[src/logic/ais_pkg.sv]
package ais_pkg;

    // ---------------------------------------------------------------
    // register addresses
    // ---------------------------------------------------------------
    localparam logic [7:0] AIS_ADDR_OFFS_LO = 8'h85;
    localparam logic [7:0] AIS_ADDR_OFFS_HI = 8'h86;
    localparam logic [7:0] AIS_ADDR_INSEL = 8'hBB;
    localparam logic [7:0] AIS_ADDR_REFCTL = 8'hD1;

    // ---------------------------------------------------------------
    // field layouts
    // ---------------------------------------------------------------
    localparam int AIS_SEL_W = 5;
    localparam int AIS_OFFS_W = 10;
    localparam int AIS_LO_FLD_LSB = 6;
    localparam int AIS_HI_SHIFT = 2;
    localparam int AIS_REF_OVR_BIT = 4;
    localparam int AIS_REF_SRC_BIT = 3;
    localparam int AIS_REF_SENS_BIT = 2;

    // ---------------------------------------------------------------
    // reset values
    // ---------------------------------------------------------------
    localparam logic [4:0] AIS_SEL_RST = 5'h1F;
    localparam logic [7:0] AIS_BYTE_ZERO = 8'h00;

    // ---------------------------------------------------------------
    // select code map
    // ---------------------------------------------------------------
    localparam int AIS_P1_N = 8;
    localparam int AIS_P2_N = 8;
    localparam int AIS_P3_N = 5;
    localparam logic [4:0] AIS_SEL_P1_BASE = 5'h00;
    localparam logic [4:0] AIS_SEL_P2_BASE = 5'h08;
    localparam logic [4:0] AIS_SEL_P3_BASE = 5'h10;
    localparam logic [4:0] AIS_SEL_TEMP = 5'h1E;
    localparam logic [4:0] AIS_SEL_VDD = 5'h1F;

    // enable vector: p1 [7:0], p2 [15:8], p3 [20:16], temp [21], supply [22]
    localparam int AIS_EN_W = AIS_P1_N + AIS_P2_N + AIS_P3_N + 2;
    localparam int AIS_EN_TEMP = AIS_P1_N + AIS_P2_N + AIS_P3_N;
    localparam int AIS_EN_VDD = AIS_EN_TEMP + 1;

endpackage

[src/logic/ais_mux_if.sv]
`timescale 1ns/1ps
interface ais_mux_if;
    import ais_pkg::*;
    logic [AIS_SEL_W-1:0] sel;
    logic [AIS_EN_W-1:0] en;
    modport ctl (output sel, input en);
    modport dec (input sel, output en);
endinterface

[src/logic/ais_sel_decode.sv]
`timescale 1ns/1ps
module ais_sel_decode
    import ais_pkg::*;
(
    ais_mux_if.dec mux
);

    // ---------------------------------------------------------------
    // one switch per source
    // ---------------------------------------------------------------
    // port pin codes
    genvar g;
    generate
        for (g = 0; g < AIS_P1_N; g++) begin : g_p1
            assign mux.en[g] = (mux.sel == AIS_SEL_P1_BASE + 5'(g));
        end
        for (g = 0; g < AIS_P2_N; g++) begin : g_p2
            assign mux.en[AIS_P1_N+g] = (mux.sel == AIS_SEL_P2_BASE + 5'(g));
        end
        for (g = 0; g < AIS_P3_N; g++) begin : g_p3
            assign mux.en[AIS_P1_N+AIS_P2_N+g] = (mux.sel == AIS_SEL_P3_BASE + 5'(g));
        end
    endgenerate

    assign mux.en[AIS_EN_TEMP] = (mux.sel == AIS_SEL_TEMP);
    assign mux.en[AIS_EN_VDD] = (mux.sel == AIS_SEL_VDD);
    // reserved codes match no compare above, so all switches stay open

endmodule

[src/logic/ais_input_select.sv]
// Notes on behaviour
// - codes 21-29 connect nothing; 30 sensor; 31 supply rail
// - input select register sits at address 0xBB
// - sensor powered only by its enable bit; software enables before converting
// - offset high byte at 0x86 holds offset bits 9:2, read/write
// - offset low byte at 0x85 holds offset bits 1:0 in bits 7:6
// - offset low bits 5:0 read zero, reset zero, ignore writes
// - offset is left-justified converter code of sensor at zero celsius
// - offset registers load the part's production-test value at reset
// - sensor enable is bit 2 of reference control at 0xD1
// - regulator override forces regulator reference regardless of select bit
`timescale 1ns/1ps
module ais_input_select
    import ais_pkg::*;
(
    // clock and reset
    input wire logic i_mclk,
    input wire logic i_nrst,
    // special-function register access
    input wire logic [7:0] i_sfr_addr,
    input wire logic i_sfr_wr,
    input wire logic [7:0] i_sfr_wdata,
    output logic [7:0] o_sfr_rdata,
    output logic o_sfr_hit,
    // production-test offset from the trim store
    input wire logic [AIS_OFFS_W-1:0] i_factory_offset,
    // analog controls
    output logic [AIS_EN_W-1:0] o_mux_en,
    output logic o_sensor_power_on,
    output logic o_ref_use_regulator,
    output logic o_ref_use_vdd,
    output logic o_ref_use_pin
);

    // ---------------------------------------------------------------
    // state
    // ---------------------------------------------------------------
    typedef struct packed {
        logic [AIS_SEL_W-1:0] sel;
        logic [AIS_OFFS_W-1:0] offs;
        logic ovr_on;
        logic ref_src;
        logic sens_on;
        logic [AIS_EN_W-1:0] mux_en;
        logic [7:0] rdata;
        logic hit;
        logic ref_reg;
        logic ref_vdd;
        logic ref_pin;
    } ais_state_t;

    ais_state_t st_q;
    ais_state_t st_d;
    ais_mux_if mux ();

    ais_sel_decode u_dec (
        .mux(mux)
    );

    // ---------------------------------------------------------------
    // register read image
    // ---------------------------------------------------------------
    function automatic logic [7:0] ais_read(input logic [7:0] addr, input ais_state_t s);
        logic [7:0] v;
        v = AIS_BYTE_ZERO;
        // select at 0xBB; upper bits zero
        if (addr == AIS_ADDR_INSEL) begin
            v[AIS_SEL_W-1:0] = s.sel;
        end else if (addr == AIS_ADDR_OFFS_HI) begin
            v = s.offs[AIS_OFFS_W-1:AIS_HI_SHIFT];
        // low two bits at 7:6; rest zero
        end else if (addr == AIS_ADDR_OFFS_LO) begin
            v[7:AIS_LO_FLD_LSB] = s.offs[AIS_HI_SHIFT-1:0];
        end else if (addr == AIS_ADDR_REFCTL) begin
            v[AIS_REF_OVR_BIT] = s.ovr_on;
            v[AIS_REF_SRC_BIT] = s.ref_src;
            v[AIS_REF_SENS_BIT] = s.sens_on;
        end
        return v;
    endfunction

    function automatic logic ais_mapped(input logic [7:0] addr);
        return (addr == AIS_ADDR_INSEL) || (addr == AIS_ADDR_OFFS_HI)
            || (addr == AIS_ADDR_OFFS_LO) || (addr == AIS_ADDR_REFCTL);
    endfunction

    assign mux.sel = st_q.sel;

    // ---------------------------------------------------------------
    // next state
    // ---------------------------------------------------------------
    always_comb begin
        st_d = st_q;
        if (i_sfr_wr) begin
            // select field writable; bits 7:5 dropped
            if (i_sfr_addr == AIS_ADDR_INSEL) begin
                st_d.sel = i_sfr_wdata[AIS_SEL_W-1:0];
            end else if (i_sfr_addr == AIS_ADDR_OFFS_HI) begin
                st_d.offs[AIS_OFFS_W-1:AIS_HI_SHIFT] = i_sfr_wdata;
            // low field write; bits 5:0 ignored
            end else if (i_sfr_addr == AIS_ADDR_OFFS_LO) begin
                st_d.offs[AIS_HI_SHIFT-1:0] = i_sfr_wdata[7:AIS_LO_FLD_LSB];
            end else if (i_sfr_addr == AIS_ADDR_REFCTL) begin
                st_d.ovr_on = i_sfr_wdata[AIS_REF_OVR_BIT];
                st_d.ref_src = i_sfr_wdata[AIS_REF_SRC_BIT];
                st_d.sens_on = i_sfr_wdata[AIS_REF_SENS_BIT];
            end
        end
        // read data reflects contents before this cycle's write
        st_d.rdata = ais_read(i_sfr_addr, st_q);
        st_d.hit = ais_mapped(i_sfr_addr);
        st_d.mux_en = mux.en;
        st_d.ref_reg = st_q.ovr_on;
        st_d.ref_vdd = !st_q.ovr_on && st_q.ref_src;
        st_d.ref_pin = !st_q.ovr_on && !st_q.ref_src;
    end

    // ---------------------------------------------------------------
    // registers
    // ---------------------------------------------------------------
    always_ff @(posedge i_mclk) begin
        if (!i_nrst) begin
            st_q <= '0;
            st_q.sel <= AIS_SEL_RST;
            // per-part trim loaded at reset; value as measured
            st_q.offs <= i_factory_offset;
            st_q.ref_pin <= 1'b1;
        end else begin
            st_q <= st_d;
        end
    end

    // ---------------------------------------------------------------
    // outputs
    // ---------------------------------------------------------------
    assign o_sfr_rdata = st_q.rdata;
    assign o_sfr_hit = st_q.hit;
    assign o_mux_en = st_q.mux_en;
    // sensor floats unless this bit is set
    assign o_sensor_power_on = st_q.sens_on;
    assign o_ref_use_regulator = st_q.ref_reg;
    assign o_ref_use_vdd = st_q.ref_vdd;
    assign o_ref_use_pin = st_q.ref_pin;

endmodule

[config.mk]
export PLATFORM = sky130hd
export DESIGN_NAME = ais_input_select
export DESIGN_NICKNAME = d
export VERILOG_FILES = /design/src/logic/ais_pkg.sv /design/src/logic/ais_mux_if.sv /design/src/logic/ais_sel_decode.sv /design/src/logic/ais_input_select.sv
export SDC_FILE = /design/constraint.sdc
export NUM_CORES = 1
export LEC_CHECK = 0
export BUFFER_PORTS_ARGS = -buffer_cell sky130_fd_sc_hd__buf_2
export CAP_MARGIN = 20
export CORE_ASPECT_RATIO = 0.8
export CORE_MARGIN = 5
export CORE_UTILIZATION = 40
export CTS_CLUSTER_DIAMETER = 60
export CTS_CLUSTER_SIZE = 28
export DETAILED_ROUTE_END_ITERATION = 6
export PLACE_DENSITY = 0.66
export SYNTH_ARGS = -nofsm -noshare
export SYNTH_HDL_FRONTEND = slang
export SYNTH_SLANG_ARGS = --single-unit
[constraint.sdc]
create_clock -name i_mclk -period 2.8 [get_ports i_mclk]
set_clock_uncertainty 0.2 [all_clocks]
set_input_delay 0.42 -clock i_mclk [delete_from_list [all_inputs] [get_ports i_mclk]]
set_output_delay 0.42 -clock i_mclk [all_outputs]
set_load 0.05 [all_outputs]
After elaboration in Yosys (flattened, before gate mapping). Cells that the tools add are included. Widths: inputs -> output; s select.

Eq/ne operators: 31. Mux-type cells: 17. Bitwise operators: 4. Reduce and logical (&&, ||, !) cells: 14.

Operators with widths (count): $mux 48 (1); $eq 5x4->1 const B (8); $eq 5x5->1 const B (7); $eq 8x8->1 const B (4); $mux 13 (2); $eq 5x3->1 const B (4); $mux 3 (6); $eq 5x2->1 const B (2); $mux 5 (2); $mux 2 (4); $mux 8 (1); $ne 2x1->1 const B (3); $eq 5x1->1 const B (1); $logic_not 5->1 (1); $reduce_and 5->1 (1); $ne 2x2->1 const B (2); $not 1->1 (4); $reduce_and 4->1 (1); $logic_or 1x1->1 (3); $reduce_and 3->1 (1); $reduce_or 3->1 (1); $logic_and 1x1->1 (2); $logic_not 1->1 (2); $reduce_and 2->1 (1); 2 further kinds (2).

Register bits after elaboration: 53. Bits of input ports: 29. Output and inout bits: 36.

Depth between registers and ports, before layout. Gate-level depths: netlist of the first run.

Depth in word-level cells: 7. Depth in mapped cells: 5. Depth with buffers taken out: 4.

Hierarchy. From an unflattened synthesis of the first run, not the netlist that was laid out.

Cells, all modules: 255. Area, all modules: 2413.6 um^2.

Modules (own cells, without submodules): ais_input_select (times used 1, cells an instance 218, area each 2237.1 um^2, sequential area each 1161.1 um^2); ais_sel_decode (times used 1, cells an instance 37, area each 176.4 um^2, sequential area each 0.0 um^2).

Worst setup path before layout of the first run. Ideal clock, no wire load.

Path kind: in2reg. From: input port i_sfr_addr[5]. To: register st_q[40] (netlist name), enable pin. Library setup time: 0.384 ns. Arrival: 1.597 ns. Required time: 2.216 ns. Path slack: 0.619 ns. Stages on the path: 5. Path buffers: 1. Cell sequence: nor3_1 -> and4_4 -> buf_6 -> inv_1 -> o21ai_0.

Cells in the longest elaborated chain, start to end: 3. Elaborated cells on any way between the ends: 5. Classes of those cells: 4 x eq/ne; 1 x reduce/logical.

RTL lines: start, declared (line ais_input_select.sv:20) `input wire logic [7:0] i_sfr_addr,`; $eq 8x8->1, on equally long branches (line ais_input_select.sv:98, ais_input_select.sv:96); $ne 2x1->1 (no source line) / $ne 2x2->1 (equally long branches); $reduce_and 3->1 (no source line) *; end signal, assigned (line ais_input_select.sv:129) `st_q <= st_d;`; end, declared (line ais_input_select.sv:52) `ais_state_t st_q;`.

Every way passes the cells marked *; elsewhere a longest branch is shown, timed or not. A chain may end at the register's enable or synchronous reset.

Worst setup path in the final report of the first run.
From: input port i_sfr_addr[5]. To: register st_q[45] (netlist name), enable pin.

Same word-level chain as after synthesis.

==> results.sh, run 1 <==
export IMPL_run_status="finished clean"
export IMPL_synthSimpleGateAreaFrac_pct=20.3
export IMPL_fin_nets=282
export IMPL_post_dp_cell_area_sq_um=2270
export IMPL_start_kind="primary input"
export IMPL_clockRootBuffer="clkbuf_8"
export IMPL_cts_buffers=5
export IMPL_synth_compound_area_share_pct=7.47
export IMPL_ys_seq_area_share_pct=54.6
export IMPL_cts_resized=0
export IMPL_grt_pass1_vias=1446
export IMPL_rsz0062_at_grt="no"
export IMPL_coreArea_sq_um=5090
export IMPL_viasPerCell=4.75
export IMPL_powerDensity_nw_per_um2=552
export IMPL_ys_flop_type="dfxtp_1"
export IMPL_min_path_type="primary input to flop"
export IMPL_path_clk_slew_ns=0.09
export IMPL_power_switching_mw=0.300
export IMPL_min_path_cells=3
export IMPL_diodes=0
export IMPL_p_clk_share_pct=33.3
export IMPL_drc_errors=0
export IMPL_fin_area_sq_um=2360
export IMPL_holdBufCountCts=0
export IMPL_slew_limit_headroom_pct=75.2
export IMPL_dp_hpwl_microns=3370
export IMPL_post_route_period_util_pct=64.7
export IMPL_ant_nets=0
export IMPL_yosysUniqueCellTypes=31
export IMPL_synth_largest_area_cell="dfxtp_1"
export IMPL_syn_mean_instance_area_sq_um=9.67
export IMPL_hold_violations=0
export IMPL_num_io_pins=65
export IMPL_cts_tree="done"
export IMPL_syn_to_final_growth_pct=11.1
export IMPL_r2r_slack_ns=1.43
export IMPL_synth_edf_count=10
export IMPL_async_reset_ff_share_pct=0
export IMPL_min_to="mux.sel[0]"
export IMPL_multi_input_area_sq_um=621
export IMPL_finalPower_mw=1.31
export IMPL_crit_arrival_ns=1.63
export IMPL_grt_max_degree=21
export IMPL_dieHeight_microns=75.2
export IMPL_synthCells=220
export IMPL_synth_top_area_share_pct=40.5
export IMPL_vias=1501
export IMPL_timing_reg2reg_worst_path_depth=3
export IMPL_seq_power_share_pct=61.1
export IMPL_dpl_worst_slack_ns=0.661
export IMPL_max_freq_mhz=552
export IMPL_crit_fanout=11
export IMPL_path_class="primary input to flop"
export IMPL_gp_congestion=0.792
export IMPL_synth_warnings=0
export IMPL_setup_slack_ns=0.987
export IMPL_holdCritStartpoint="i_sfr_wdata[0]"
export IMPL_drv_cap=0
export IMPL_drtIter0Drc=122
export IMPL_antenna_found_initial=0
export IMPL_synthTopCellsByCount="dfxtp_1, buf_4, nand2_1"
export IMPL_synth_most_common_cell="dfxtp_1"
export IMPL_dr_pass1_iters=4
export IMPL_regArea_sq_um=1160
export IMPL_start_util_pct=41.8
export IMPL_synthAdderAreaFrac_pct=0
export IMPL_portBuffers=64
export IMPL_synthXorXnorAreaFrac_pct=0
export IMPL_slew_viol_final=0
export IMPL_r2r_end="o_mux_en[19]"
export IMPL_synth_top_family_by_area="simple AND/OR/NAND/NOR gates"
export IMPL_grt_overflow_total=0
export IMPL_clk_path_buf_depth=2
export IMPL_post_cts_buffers=0
export IMPL_cts_max_level=2
export IMPL_netlist_area_sq_um=2130
export IMPL_clock_sinks=53
export IMPL_synth_mux_area_share_pct=1.41
export IMPL_syn_num_nets=249
export IMPL_p_sw_share_pct=23.0
export IMPL_p_int_mw=1.01
export IMPL_wire_per_inst_microns=13.6
export IMPL_drive_above_1_share_pct=31.5
export IMPL_ys_ff_latch=53
export IMPL_min_period_ns=1.81
export IMPL_wl_microns=4310
export IMPL_tns_ns=0
export IMPL_rows=23
export IMPL_setup_viol=0
export IMPL_r2r_start="mux.sel[4]"
export IMPL_grt_use_total_pct=12.8
export IMPL_worst_ir_drop_vdd_mv=0.262
export IMPL_yosys_top_cells_area="dfxtp_1, edfxtp_1, buf_4"
export IMPL_leakagePower_nw=1.10
export IMPL_endpoint_kind="flop"
export IMPL_fill_cells=496
export IMPL_tightest_slew_ns=0.368
export IMPL_worstPathRequired_ns=2.62
export IMPL_pwr_share_comb_pct=5.6
export IMPL_worstSkewPairLatency_ns=0.31
export IMPL_grt_pass1_wl_microns=6770
export IMPL_dieArea_sq_um=6890
export IMPL_dieWidth_microns=91.5
registers in the layout, indices dropped and copies added, names as in the netlist:
name                 count
o_sfr_rdata              8
st_q                    11
st_d                     1
mux.sel                  5
o_ref_use_regulator      1
o_sensor_power_on        1
o_ref_use_pin            1
o_sfr_hit                1
o_mux_en                23
o_ref_use_vdd            1
per-stage QoR:
step | utilization (%) | hold slack (ns) | cells
finish | 46.4 | 0.172 | 316
global placement | 44.6 | 0.281 | 308
CTS | 46.4 | 0.161 | 316
global route | 46.4 | 0.180 | 316
detailed placement | 44.6 | 0.300 | 308
floorplan | - | 0.236 | 220
critical path, cell delays in order:
cell and delay (ns):
buf_2 0.12, nor3_1 0.18, and4_4 0.32, inv_1 0.05, o21ai_0 0.31, buf_4 0.23
kinds of logic after synthesis:
logic type | after synthesis
buffers and inverters | 58
AOI/OAI and AO/OA | 23
muxes | 3
DFF | 53
and+or+nand+nor | 83
worst max-delay path by stage:
stage               cells past startpoint  slack [ns]        to     startpoint
floorplan                               5        0.62  st_q[40]  i_sfr_addr[5]
global placement                        6        0.70  st_q[45]  i_sfr_addr[5]
detailed placement                      6        0.66  st_q[44]  i_sfr_addr[5]
CTS                                     6        0.98  st_q[44]  i_sfr_addr[5]
global route                            6        0.87  st_q[45]  i_sfr_addr[5]
finish                                  6        0.99  st_q[45]  i_sfr_addr[5]
cell usage in the layout, fill, tap and decap left out:
cell type	instances
buf_2	64
dfxtp_1	43
nand2_1	19
inv_1	16
nor2_1	16
nand3_1	14
o22ai_1	10
edfxtp_1	10
nor3_1	9
nor2b_1	8
clkbuf_8	5
o21ai_0	4
a22oi_1	4
buf_4	4
nor4_1	3
a222oi_1	3
mux2i_1	3
nand2b_1	2
or3_1	2
and3b_1	2
nand4bb_1	1
nand4_1	1
o21ai_1	1
and4_4	1
or2_1	1
nor4b_2	1
and3_1	1
and3_2	1
and2b_4	1
o41a_1	1
inv_6	1
clkinvlp_4	1
clkinv_4	1
routing by layer:
| layer | up-vias | wire (microns) | global-route usage [%] |
|---|---|---|---|
| met2 | 47 | 1840 | 18.4 |
| met3 | 7 | 336 | 3.90 |
| met1 | 670 | 2070 | 17.6 |
| met4 | 0 | 72 | 6.02 |
| li1 | 777 | - | - |
| met5 | - | 0 | 0 |
cell type report:
| type | instances | area share (%) |
|---|---|---|
| inverter | 16 | 2.54 |
| tap | 62 | 3.28 |
| multi-input combinational | 109 | 26.3 |
| clock inverter | 3 | 1.06 |
| timing repair buffer | 68 | 14.8 |
| clock buffer | 5 | 2.91 |
| sequential | 53 | 49.1 |
power groups by stage:
stage	Combinational, mW	Clock [mW]	Sequential [mW]
after global placement	0.0723	0	0.816
after CTS	0.0736	0.447	0.798
after global routing	0.0811	0.471	0.800
final	0.0731	0.435	0.798
after detailed placement	0.0732	0	0.816
after floorplan	0.0400	0	0.814
No activity file was read; power rests on OpenSTA's default activity.
==> inputs of run 2 (changes only) <==
ABC_AREA = 1   (was not set)
PLACE_DENSITY = 0.65   (was 0.66)
clock period = 1.7 ns   (was 2.8 ns; I/O delays follow)
==> results.sh, run 2 <==
export IMPL_final_cells=396
export IMPL_num_io_pins=65
export IMPL_gp_congestion=0.764
export IMPL_post_route_period_util_pct=85.9
export IMPL_start_util_pct=41.3
export IMPL_drtIter0Drc=97
export IMPL_worstPathRequired_ns=1.53
export IMPL_finalPower_mw=2.18
export IMPL_critPathLaunch="i_sfr_addr[6]"
export IMPL_antenna_found_initial=0
export IMPL_grt_pass1_vias=1673
export IMPL_worst_ir_drop_vdd_mv=0.315
export IMPL_yosys_top_cells_area="dfxtp_1, edfxtp_1, nand2_1"
export IMPL_cts_resized=0
export IMPL_wire_per_inst_microns=11.8
export IMPL_multi_input_area_sq_um=733
export IMPL_ys_flop_type="dfxtp_1"
export IMPL_tightest_slew_ns=0.314
export IMPL_syn_num_nets=301
export IMPL_synthCells=272
export IMPL_async_reset_ff_share_pct=0
export IMPL_min_path_cells=3
export IMPL_mostFrequentLayoutCells="nand2_1, buf_2, dfxtp_1"
export IMPL_ant_nets=0
export IMPL_crit_arrival_ns=1.29
export IMPL_hold_ws_ns=0.0112
export IMPL_synth_edf_count=10
export IMPL_drv_cap=0
export IMPL_endpoint_kind="flop"
export IMPL_clockRootBuffer="clkbuf_8"
export IMPL_syn_to_final_growth_pct=14.6
export IMPL_rows=24
export IMPL_grt_pass1_wl_microns=7850
export IMPL_wl_microns=4650
export IMPL_setup_viol=0
export IMPL_placed_cells=384
export IMPL_cts_tree="done"
export IMPL_max_freq_mhz=685
export IMPL_hold_violations=0
export IMPL_grt_max_degree=18
export IMPL_leakagePower_nw=1.30
export IMPL_dp_hpwl_microns=3660
export IMPL_dieArea_sq_um=7260
export IMPL_yosysUniqueCellTypes=23
export IMPL_fill_cells=578
export IMPL_powerDensity_nw_per_um2=843
export IMPL_synthTopCellsByCount="nand2_1, dfxtp_1, nor2_1"
export IMPL_coreArea_sq_um=5470
export IMPL_dieHeight_microns=77.2
export IMPL_netlist_area_sq_um=2260
export IMPL_ys_seq_area_share_pct=51.4
export IMPL_cts_buffers=5
export IMPL_min_period_ns=1.46
export IMPL_fin_util_pct=47.3
export IMPL_grt_use_total_pct=13.7
export IMPL_dieWidth_microns=94.0
export IMPL_min_path_type="primary input to flop"
export IMPL_syn_mean_instance_area_sq_um=8.30
export IMPL_grt_overflow_total=0
export IMPL_diodes=0
export IMPL_start_kind="primary input"
export IMPL_synth_warnings=0
export IMPL_crit_fanout=8
export IMPL_clock_sinks=53
export IMPL_viasPerCell=4.35
export IMPL_run_status="finished clean"
export IMPL_largest_reg_flops=23
export IMPL_cts_max_level=2
export IMPL_synth_largest_area_cell="dfxtp_1"
export IMPL_portBuffers=64
export IMPL_timing_reg2reg_worst_path_depth=3
export IMPL_synth_top_area_share_pct=38.1
export IMPL_slew_viol_final=0
export IMPL_slew_limit_headroom_pct=78.9
export IMPL_fin_nets=346
export IMPL_r2r_start="mux.sel[4]"
export IMPL_synth_most_common_cell="nand2_1"
export IMPL_dr_pass1_iters=4
export IMPL_clk_path_buf_depth=2
export IMPL_drive_above_1_share_pct=29.9
export IMPL_rsz0062_at_grt="no"
export IMPL_ys_ff_latch=53
export IMPL_regArea_sq_um=1160
export IMPL_worstSkewPairLatency_ns=0.31
export IMPL_path_clk_slew_ns=0.09
export IMPL_path_class="primary input to flop"
export IMPL_holdCritStartpoint="i_sfr_wdata[5]"
export IMPL_vias=1721
export IMPL_drc_errors=0
[run 2: cell types whose count changed after synthesis, moves of 4 or more]
cell      before  now
nand3_1       14   23
nor3_1         9    4
a22oi_1        4    0
nor2b_1        8    0
clkbuf_1       7    2
nand2_2        0    4
nor2_4         0    7
nor2_1        16   36
inv_1         16   23
nand2_1       19   64
o22ai_1       10    0
[run 2: worst paths after layout]
kind / end / slack (ns)
max: st_q[47] / 0.24
min: st_q[45] / 0.01
max reg2reg: o_mux_en[1] / 0.48
min reg2reg: o_ref_use_vdd / 0.27
[run 2: logic make-up (layout without fill, tap and decap cells)]
logic type	after synthesis	after routing	synth area share (%)
flops	53	53	51.4
buf+inv	62	108	16.1
compound gates	12	12	2.88
simple gates	145	145	29.6
[run 2: timing repair]
item                                   in CTS  in global routing
buffers inserted                            0                  0
hold buffers                                4                  0
setup endpoints to repair                   0                  0
endpoints found under the hold margin       4                  0
[run 2: metrics by stage]
step           TNS (ns)  cell area [sq um]  setup WS, ns
2_1_floorplan         0               2260        0.0185
3_3_place_gp          0               2460        0.0158
3_5_place_dp     -0.241               2460       -0.0301
4_1_cts               0               2590         0.247
5_1_grt               0               2590         0.180
6_report              0               2590         0.240
[run 2: routing by layer]
layer  part of all wire, %  track usage, %
met4                   1.2            5.19
met2                    46            20.4
met3                   5.8            3.82
met1                    47            18.8
met5                     0               0
[run 2: report_power, final]
group	leakage (nW)	switching, mW	total (mW)	internal, mW
combinational	0.803	0.0898	0.150	0.0607
sequential	0.444	0.00961	1.32	1.31
clock	0.0489	0.419	0.713	0.294
[run 2: area by class of cell]
type	count	share of cell area (%)
Timing Repair Buffer	75	16.0
Multi-Input combinational cell	157	28.3
Tap cell	78	3.77
Clock inverter	3	0.774
Inverter	25	3.63
Sequential cell	53	44.9
Clock buffer	5	2.66
[run 2: critical path: stages]
cell	delay [ns]
buf_2	0.10
inv_1	0.05
nand2_2	0.07
nor3_2	0.26
nand2_1	0.17
o21ai_1	0.18
buf_4	0.20
